**config.mk**
```make
export PLATFORM = sky130hd
export DESIGN_NAME = prot_monitor
export DESIGN_NICKNAME = d
export VERILOG_FILES = /design/src/core/prot_pkg.sv /design/src/core/dg_if.sv /design/src/core/prot_monitor.sv /design/src/core/deglitch.sv
export SDC_FILE = /design/constraint.sdc
export NUM_CORES = 1
export LEC_CHECK = 0
export ABC_AREA = 1
export ABC_CLOCK_PERIOD_IN_PS = 18300
export BUFFER_PORTS_ARGS = -buffer_cell sky130_fd_sc_hd__buf_2
export CAP_MARGIN = 20
export CORE_UTILIZATION = 35
export DETAILED_ROUTE_END_ITERATION = 8
export GPL_ROUTABILITY_DRIVEN = 0
export GPL_TIMING_DRIVEN = 0
export PLACE_DENSITY_LB_ADDON = 0.15
export SLEW_MARGIN = 30
export SYNTH_ARGS = -nofsm -noshare
export SYNTH_HDL_FRONTEND = slang
export SYNTH_SLANG_ARGS = --single-unit
```
**constraint.sdc**
```tcl
create_clock -name core_clk -period 18.3 [get_ports core_clk]
set_clock_uncertainty 0.05 [all_clocks]
set_input_delay 2.745 -clock core_clk [delete_from_list [all_inputs] [get_ports core_clk]]
set_output_delay 2.745 -clock core_clk [all_outputs]
set_load 0.1 [all_outputs]
```
**src/core/prot_pkg.sv**
```systemverilog
// shared constants and types for the protection deglitch and thermal monitor
package prot_pkg;

	// ****************************************************************
	// types
	// ****************************************************************
	typedef logic [31:0] cnt_t;
	typedef logic signed [8:0] temp_t;

	// ****************************************************************
	// clock and time base
	// ****************************************************************
	localparam int CLK_PERIOD_NS = 5;
	localparam int FIX_FILTER_NS = 10000;
	// fixed filter is a nominal time, rounded up to whole cycles
	localparam cnt_t FIX_CYCLES = cnt_t'((FIX_FILTER_NS + CLK_PERIOD_NS - 1) / CLK_PERIOD_NS);
	localparam int MS_NS = 1000000;
	localparam cnt_t MS_CYCLES_DEF = cnt_t'(MS_NS / CLK_PERIOD_NS);
	localparam int TEMP_REFRESH_MS = 200;
	localparam cnt_t TEMP_REFRESH_DEF = cnt_t'(TEMP_REFRESH_MS) * MS_CYCLES_DEF;

	// ****************************************************************
	// enable rise deglitch table, in ms
	// ****************************************************************
	localparam logic [3:0] ENABLE_RISE_DEGLITCH_SEL_LAST = 4'hA;
	localparam logic [9:0] ENABLE_RISE_DEGLITCH_SEL_MS [0:10] = '{10'h000, 10'h004, 10'h008, 10'h010, 10'h020, 10'h040,
		10'h080, 10'h100, 10'h12C, 10'h190, 10'h200};

	// ****************************************************************
	// thermal thresholds, degrees C
	// ****************************************************************
	localparam temp_t TSD_130_C = 9'sh082;
	localparam temp_t TSD_135_C = 9'sh087;
	localparam temp_t TSD_140_C = 9'sh08C;
	localparam temp_t TSD_145_C = 9'sh091;
	localparam temp_t TSD_HYST_C = 9'sh00A;
	localparam temp_t WARN_SET_C = 9'sh07D;
	localparam temp_t WARN_CLR_C = 9'sh073;
	localparam temp_t TEMP_RESET_C = 9'sh000;

endpackage

```
**src/core/dg_if.sv**
```systemverilog
// signals between the monitor and one deglitch filter
`timescale 1ns/1ps
`default_nettype none
interface dg_if;
	import prot_pkg::*;
	logic raw;
	prot_pkg::cnt_t limit;
	logic filt;
	modport owner (output raw, output limit, input filt);
	modport filter (input raw, input limit, output filt);
endinterface
`default_nettype wire

```
**src/core/prot_monitor.sv**
```systemverilog
// input conditioning, power-good deglitch and on-chip thermal monitor
// Functional notes
// - thermal shutdown sets at the selected 130/135/140/145 C threshold and clears 10 C below it.
// - thermal warning sets at 125 C and clears once temperature is down to 115 C.
// - enable, overvoltage and feedback inputs pass a fixed 10 us filter before any other use.
// - the FET start follows a rising filtered enable only after the selected 0 to 512 ms deglitch.
// - power-good assertion is delayed by a programmable 0 to 15 ms in 1 ms steps.
// - power-good deassertion is delayed by its own programmable 0 to 15 ms in 1 ms steps.
// - the temperature used for both comparisons is refreshed every 200 ms.
`timescale 1ns/1ps
`default_nettype none
module prot_monitor
	import prot_pkg::*;
#(
	parameter cnt_t MS_CYCLES = MS_CYCLES_DEF,
	parameter cnt_t TEMP_REFRESH_CYCLES = TEMP_REFRESH_DEF
)
(
	input wire logic core_clk,
	input wire logic nrst,
	input wire logic undervoltage_enable_input,
	input wire logic overvoltage_input,
	input wire logic feedback_input,
	input wire logic [1:0] thermal_shutdown_threshold_sel,
	input wire logic [3:0] enable_rise_deglitch_sel,
	input wire logic [3:0] power_good_rise_deglitch_sel,
	input wire logic [3:0] power_good_fall_deglitch_sel,
	input wire logic signed [8:0] temp_in,
	output logic undervoltage_enable_filt,
	output logic overvoltage_filt,
	output logic feedback_filt,
	output logic fet_start,
	output logic power_good_output,
	output logic thermal_shutdown,
	output logic thermal_warning
);

	// ****************************************************************
	// helpers
	// ****************************************************************
	// scale a whole number of ms to clock cycles
	function automatic cnt_t ms_to_cycles(input logic [9:0] ms, input cnt_t ms_cycles);
		ms_to_cycles = cnt_t'(ms) * ms_cycles;
	endfunction

	// codes above the last table entry use the longest time, the safe side
	function automatic logic [9:0] enable_rise_deglitch_sel_ms(input logic [3:0] sel);
		enable_rise_deglitch_sel_ms = (sel > ENABLE_RISE_DEGLITCH_SEL_LAST) ? ENABLE_RISE_DEGLITCH_SEL_MS[ENABLE_RISE_DEGLITCH_SEL_LAST] : ENABLE_RISE_DEGLITCH_SEL_MS[sel];
	endfunction

	function automatic temp_t tsd_threshold(input logic [1:0] sel);
		case (sel)
			2'h0: tsd_threshold = TSD_130_C;
			2'h1: tsd_threshold = TSD_135_C;
			2'h2: tsd_threshold = TSD_140_C;
			default: tsd_threshold = TSD_145_C;
		endcase
	endfunction

	// ****************************************************************
	// fixed input filters
	// ****************************************************************
	dg_if uv_if();
	dg_if ov_if();
	dg_if fb_if();

	// comparator outputs are raw; nothing downstream sees them unfiltered
	assign uv_if.raw = undervoltage_enable_input;
	assign uv_if.limit = FIX_CYCLES;
	assign ov_if.raw = overvoltage_input;
	assign ov_if.limit = FIX_CYCLES;
	assign fb_if.raw = feedback_input;
	assign fb_if.limit = FIX_CYCLES;

	deglitch uv_filter (.core_clk(core_clk), .nrst(nrst), .port(uv_if.filter));
	deglitch ov_filter (.core_clk(core_clk), .nrst(nrst), .port(ov_if.filter));
	deglitch fb_filter (.core_clk(core_clk), .nrst(nrst), .port(fb_if.filter));

	assign undervoltage_enable_filt = uv_if.filt;
	assign overvoltage_filt = ov_if.filt;
	assign feedback_filt = fb_if.filt;

	// ****************************************************************
	// enable rise deglitch before FET start
	// ****************************************************************
	dg_if en_if();
	cnt_t en_rise_cycles_w;

	// only the rising edge waits; a falling enable stops the FET at once
	assign en_rise_cycles_w = ms_to_cycles(enable_rise_deglitch_sel_ms(enable_rise_deglitch_sel), MS_CYCLES);
	assign en_if.raw = uv_if.filt;
	assign en_if.limit = uv_if.filt ? en_rise_cycles_w : '0;

	deglitch en_filter (.core_clk(core_clk), .nrst(nrst), .port(en_if.filter));
	assign fet_start = en_if.filt;

	// ****************************************************************
	// power-good deglitch
	// ****************************************************************
	dg_if pg_if();
	cnt_t pg_rise_cycles_w;
	cnt_t pg_fall_cycles_w;

	// feedback comparator judges the output; each direction has its own delay
	assign pg_rise_cycles_w = ms_to_cycles({6'h00, power_good_rise_deglitch_sel}, MS_CYCLES);
	assign pg_fall_cycles_w = ms_to_cycles({6'h00, power_good_fall_deglitch_sel}, MS_CYCLES);
	assign pg_if.raw = fb_if.filt;
	assign pg_if.limit = fb_if.filt ? pg_rise_cycles_w : pg_fall_cycles_w;

	deglitch pg_filter (.core_clk(core_clk), .nrst(nrst), .port(pg_if.filter));
	assign power_good_output = pg_if.filt;

	// ****************************************************************
	// temperature refresh
	// ****************************************************************
	cnt_t refresh_cnt_r;
	cnt_t refresh_cnt_nxt;
	logic refresh_w;
	temp_t temp_r;
	temp_t temp_nxt;

	// the converter value is taken once per refresh period, not tracked
	assign refresh_w = refresh_cnt_r + 32'h0000_0001 >= TEMP_REFRESH_CYCLES;
	assign refresh_cnt_nxt = refresh_w ? '0 : refresh_cnt_r + 32'h0000_0001;
	assign temp_nxt = refresh_w ? temp_t'(temp_in) : temp_r;

	// refresh timer and held sample
	always_ff @(posedge core_clk)
	begin
		if (!nrst)
		begin
			refresh_cnt_r <= '0;
			temp_r <= TEMP_RESET_C;
		end
		else
		begin
			refresh_cnt_r <= refresh_cnt_nxt;
			temp_r <= temp_nxt;
		end
	end

	// ****************************************************************
	// thermal shutdown and warning comparators
	// ****************************************************************
	temp_t tsd_thr_w;
	temp_t tsd_rel_w;
	logic tsd_r;
	logic tsd_nxt;
	logic warn_r;
	logic warn_nxt;

	// hysteresis keeps the flags from chattering on a noisy reading
	assign tsd_thr_w = tsd_threshold(thermal_shutdown_threshold_sel);
	assign tsd_rel_w = tsd_thr_w - TSD_HYST_C;
	assign tsd_nxt = (temp_r >= tsd_thr_w) ? 1'b1 : ((temp_r <= tsd_rel_w) ? 1'b0 : tsd_r);
	assign warn_nxt = (temp_r >= WARN_SET_C) ? 1'b1 : ((temp_r <= WARN_CLR_C) ? 1'b0 : warn_r);

	// thermal flags
	always_ff @(posedge core_clk)
	begin
		if (!nrst)
		begin
			tsd_r <= 1'b0;
			warn_r <= 1'b0;
		end
		else
		begin
			tsd_r <= tsd_nxt;
			warn_r <= warn_nxt;
		end
	end

	assign thermal_shutdown = tsd_r;
	assign thermal_warning = warn_r;

	// ****************************************************************
	// check helpers
	// ****************************************************************
	cnt_t uv_run_r;
	cnt_t uv_run_nxt;
	cnt_t en_run_r;
	cnt_t en_run_nxt;

	// run lengths in front of two filters, saturating so a long hold never wraps back to zero
	assign uv_run_nxt = !undervoltage_enable_input ? '0 :
		((uv_run_r >= FIX_CYCLES) ? uv_run_r : uv_run_r + 32'h0000_0001);
	assign en_run_nxt = !undervoltage_enable_filt ? '0 : ((en_run_r == '1) ? en_run_r : en_run_r + 32'h0000_0001);

	// run counters, watched by the checks only
	always_ff @(posedge core_clk)
	begin
		if (!nrst)
		begin
			uv_run_r <= '0;
			en_run_r <= '0;
		end
		else
		begin
			uv_run_r <= uv_run_nxt;
			en_run_r <= en_run_nxt;
		end
	end

	// ****************************************************************
	// checks
	// ****************************************************************
	chk_tsd_set: assert property (@(posedge core_clk) disable iff (!nrst)
		(temp_r >= tsd_thr_w) |=> thermal_shutdown)
		else $error("shutdown not raised at threshold");
	chk_tsd_hyst_hold: assert property (@(posedge core_clk) disable iff (!nrst)
		(thermal_shutdown && (temp_r > tsd_thr_w - TSD_HYST_C)) |=> thermal_shutdown)
		else $error("shutdown released inside hysteresis");
	chk_tsd_release: assert property (@(posedge core_clk) disable iff (!nrst)
		(temp_r <= tsd_thr_w - TSD_HYST_C) |=> !thermal_shutdown)
		else $error("shutdown not released below hysteresis");
	chk_warn_set: assert property (@(posedge core_clk) disable iff (!nrst)
		(temp_r >= WARN_SET_C) |=> thermal_warning)
		else $error("warning not raised at 125 C");
	chk_warn_clear: assert property (@(posedge core_clk) disable iff (!nrst)
		(thermal_warning && (temp_r > WARN_CLR_C)) |=> thermal_warning)
		else $error("warning cleared above 115 C");
	chk_fixed_filter_len: assert property (@(posedge core_clk) disable iff (!nrst)
		$rose(undervoltage_enable_filt) |-> $past(undervoltage_enable_input, 1) && (uv_run_r >= FIX_CYCLES))
		else $error("enable filter passed a glitch");
	chk_fet_rise_delay: assert property (@(posedge core_clk) disable iff (!nrst)
		$rose(fet_start) |-> (en_run_r >= $past(en_rise_cycles_w)))
		else $error("wrong enable rise deglitch");
	chk_fet_fall_fast: assert property (@(posedge core_clk) disable iff (!nrst)
		(!undervoltage_enable_filt && fet_start) |=> !fet_start)
		else $error("fet start not dropped with enable");
	chk_pg_rise_delay: assert property (@(posedge core_clk) disable iff (!nrst)
		(feedback_filt && !power_good_output) |-> (pg_if.limit == cnt_t'(power_good_rise_deglitch_sel) * MS_CYCLES))
		else $error("wrong power-good rise deglitch");
	chk_pg_fall_delay: assert property (@(posedge core_clk) disable iff (!nrst)
		(!feedback_filt && power_good_output) |-> (pg_if.limit == cnt_t'(power_good_fall_deglitch_sel) * MS_CYCLES))
		else $error("wrong power-good fall deglitch");
	chk_temp_refresh: assert property (@(posedge core_clk) disable iff (!nrst)
		(refresh_cnt_r != '0) |-> $stable(temp_r) && (refresh_cnt_r < TEMP_REFRESH_CYCLES))
		else $error("temperature changed between refreshes");

endmodule
`default_nettype wire

```
**src/core/deglitch.sv**
```systemverilog
// level deglitch filter with a per-cycle hold limit
`timescale 1ns/1ps
`default_nettype none
module deglitch
	import prot_pkg::*;
(
	input wire logic core_clk,
	input wire logic nrst,
	dg_if.filter port
);

	// ****************************************************************
	// hold counter
	// ****************************************************************
	cnt_t cnt_r;
	cnt_t cnt_nxt;
	logic differ_w;
	logic done_w;

	// a new level passes only after limit cycles of continuous hold
	assign differ_w = port.raw != port.filt;
	assign done_w = (port.limit == '0) || (cnt_r + 32'h0000_0001 >= port.limit);
	assign cnt_nxt = (differ_w && !done_w) ? cnt_r + 32'h0000_0001 : '0; // reverting restarts

	// counter and filtered level
	always_ff @(posedge core_clk)
	begin
		if (!nrst)
		begin
			cnt_r <= '0;
			port.filt <= 1'b0;
		end
		else
		begin
			cnt_r <= cnt_nxt;
			if (differ_w && done_w)
				port.filt <= port.raw;
		end
	end

	// ****************************************************************
	// checks
	// ****************************************************************
	chk_pass_after_hold: assert property (@(posedge core_clk) disable iff (!nrst)
		$changed(port.filt) |-> (port.filt == $past(port.raw)) &&
		(($past(port.limit) == '0) || ($past(cnt_r) + 32'h0000_0001 >= $past(port.limit))))
		else $error("filter changed before hold time");
	chk_restart_on_revert: assert property (@(posedge core_clk) disable iff (!nrst)
		(port.raw == port.filt) |=> (cnt_r == '0))
		else $error("hold count not restarted");

endmodule
`default_nettype wire

```
==> summary.txt <==
Clock network
  • Clk_lat worst skew: 0.56 ns
  • Depth of the CTS H-tree: 1
  • CTS tree: yes
  • Post-CTS Setup Bufs: 0
  • CTS resizes: 0
  • Cts hold-fix bufs: 0
  • CTS sink count: 208
  • CTS clk-pin slew, worst paths: 0.06 ns
  • Max Root-Sink Buffers: 3
  • Clock Root Buffer: clkbuf_16
  • TritonCTS buffer count: 27

Die
  • Die height: 215 um
  • Rows: 77
  • Placeable core area: 44,500 um^2
  • Die W: 215 um
  • Ports: 35
  • Die area: 46,200 um^2
  • Starting Density: 0.357

Global route
  • Largest net degree at the start of global routing: 15
  • First-pass GRT wire length: 65.0 mm
  • Total GRT Usage: 0.165
  • Initial antenna violation count: 2
  • Grt ovf: 0
  • Number of global-route vias before repair: 13,900

Routing
  • Post-route DRC: 0
  • Initial DRC count: 778
  • Final ANT Viol Nets: 0
  • Vias: 14,700
  • Routed len/inst: 11.8 um
  • Final WL: 37.9 mm
  • First-pass DRT Iterations: 5
  • Vias per inst: 4.58

Setup path
  • Worst r2r dst: en_filter.cnt_r[22]
  • R2R setup slack: 14.11 ns
  • Worst Setup End Kind: flop
  • FF-to-FF Start: en_filter.cnt_r[0]
  • Critical Path Start Type: input pin
  • Crit path to: en_filter.cnt_r[22]
  • Crit-path max FO: 10
  • Crit path arrival time: 8.85 ns
  • Crit path top cell by count: nand2_1
  • WP buf/inv: 5
  • Slowest-stage cell, CP: fa_1
  • Reg2Reg Depth: 21
  • Critical Path Start: enable_rise_deglitch_sel[3]
  • Cell depth of the worst setup path: 31
  • Family with the most delay on the worst path: adder cells
  • Setup CP Type: input pin to flop
  • CP required: 18.73 ns
  • Delay of the slowest critical-path stage: 0.53 ns

STA
  • Tcrit/Tclk final: 0.460
  • Final Hold Vio Count: 0
  • Final setup vio count: 0
  • Final worst slack: 9.89 ns
  • Worst-margin pin slew: 0.739 ns
  • Hold WS: 0.414 ns
  • Slew HR: 0.503
  • Slew Viols, Final: 0
  • Maximum clock rate: 119 MHz
  • Fin crit period: 8.41 ns
  • RSZ-0062 raised after global routing: false
  • Setup TNS: 0 ns

Min path
  • HP Class: flop to flop

Power
  • Combinational cell fraction of total power: 0.157
  • Power per cell area: 66.6 nW/um^2
  • Total power: 1.20 mW
  • Clock Power Share: 0.446
  • Max VDD drop: 50.8 uV
  • Sw Share: 0.280
  • Net Sw Power: 335 uW
  • Reg power frac: 0.397
  • Cell Int Power: 863 uW
  • Leakage: 8.46 nW

Synth
  • Syn Std Cell Area: 15,900 um^2
  • Register area share after synthesis: 0.262
  • Post-synth EDFFs: 0
  • Seq cells post-synth: 208
  • Yosys cell types: 48
  • Synth area leaders: dfxtp_1 26%, nand2_1 16%, ha_1 13%, nor2_1 9.0%, inv_1 7.8%
  • Synthesized instance count: 2,443
  • Most used DFF post-synth: dfxtp_1
  • Count leader, synth: nand2_1
  • Yosys top cell area share: 0.262
  • Synth cell count leaders: 688 x nand2_1, 380 x nor2_1, 331 x inv_1
  • Syn. warnings: 0
  • Async set-reset flop share out of synthesis: 0
  • Syn_area_per_cell: 6.50 um^2
  • Post-synth top area cell: dfxtp_1

Outcome
  • Status: finished clean

Finish
  • Antenna cells: 0
  • Layout cells sized above 1: 0.0621
  • Area grow syn2layout: 13.4%
  • Final nets: 2,799

Job
  • Max-cap viol count: 0

Place
  • Pre-CTS setup slack: 9.34 ns
  • Hpwl dp: 31.3 mm
  • PortBufs: 33
[power groups by stage]
stage | Sequential (mW) | Combinational, mW | Clock [mW]
floorplan | 0.487 | 0.141 | 0
global placement | 0.486 | 0.187 | 0
detailed placement | 0.486 | 0.189 | 0
CTS | 0.476 | 0.190 | 0.554
global route | 0.477 | 0.222 | 0.573
finish | 0.476 | 0.188 | 0.535
[final cells by class]
class | count | area, um^2
inverter | 339 | 1270
buffer | 19 | 110
sequential | 208 | 4160
multi-input combinational | 1962 | 10600
tap | 592 | 741
fill | 4838 | 26500
timing repair buffer | 33 | 165
clock inverter | 7 | 104
clock buffer | 42 | 802
[logic make-up after synthesis]
kind of cell,Yosys count,synth area share
AOI/OAI and AO/OA,120,0.0422
xor gates and xnor gates,102,0.0568
other,2,0.000473
buffers and inverters,358,0.0871
DFF,208,0.262
adders and majority gates,181,0.149
and+or+nand+nor,1472,0.402
[registers in the layout, indices dropped and copies added, names as in the netlist, 9 cells and up]
name and count:
refresh_cnt_r 32, uv_filter.cnt_r 32, fb_filter.cnt_r 32, temp_r 9, en_filter.cnt_r 32, pg_filter.cnt_r 32, ov_filter.cnt_r 32
[per-layer routing]
metal  vias up  routed length (um)  GRT usage
li1       7963                   -          -
met3        44                1370     0.0226
met4         0                 649     0.0338
met1      6441               18900      0.224
met5         -                   0          0
met2       209               17000      0.279
[worst register-to-register path, cell delays in order (launching register included)]
cell and delay [ns]:
dfxtp_1 0.37, ha_1 0.22, nand3_1 0.16, nor2_1 0.25
nand2_1 0.13, nor2_1 0.24, nand3_1 0.22, nor2_1 0.25
nand3_1 0.13, xor2_1 0.18, inv_1 0.07, ha_1 0.29
nand2_1 0.06, nor2_1 0.05, a211oi_1 0.26, nand3_1 0.12
nor2_1 0.10, nand2_1 0.08, nor2_1 0.21, nand3_2 0.29
buf_2 0.28, nor2_1 0.11
[how the worst min path moves through the flow]
stage / start / to / slack [ns] / cells past startpoint
2_1_floorplan: uv_filter.cnt_r[0] / uv_filter.cnt_r[0] / 0.38 / 1
3_3_place_gp: ov_filter.cnt_r[0] / ov_filter.cnt_r[0] / 0.39 / 1
3_5_place_dp: ov_filter.cnt_r[0] / ov_filter.cnt_r[0] / 0.40 / 1
4_1_cts: ov_filter.cnt_r[0] / ov_filter.cnt_r[0] / 0.42 / 1
5_1_grt: fb_filter.cnt_r[0] / fb_filter.cnt_r[0] / 0.43 / 1
6_report: fb_filter.cnt_r[0] / fb_filter.cnt_r[0] / 0.41 / 1
[placed cells by master, fill, tap and decap left out, drive strengths merged, types with 3 or more instances in the layout]
cell and n:
fa 14, dfxtp 208, nor4 6, a21o 3, clkinv 3, a21oi 58
a211oi 6, xnor2 32, o21ai 37, nand2 692, nor3 59, conb 87
clkbuf 44, buf 50, nand4 51, and2 4, o21bai 4, nor2 422
ha 167, nand3 198, or2 5, nand3b 30, inv 341, nor3b 3
xor2 70, o21a 3
[stage by stage]
stage	cell area (um^2)	instances	utilization
floorplan	16200	2528	-
global placement	17100	3153	0.384
detailed placement	17100	3153	0.384
CTS	18000	3202	0.404
global route	18000	3202	0.404
finish	18000	3202	0.404
(Power assumes the default switching activity.)
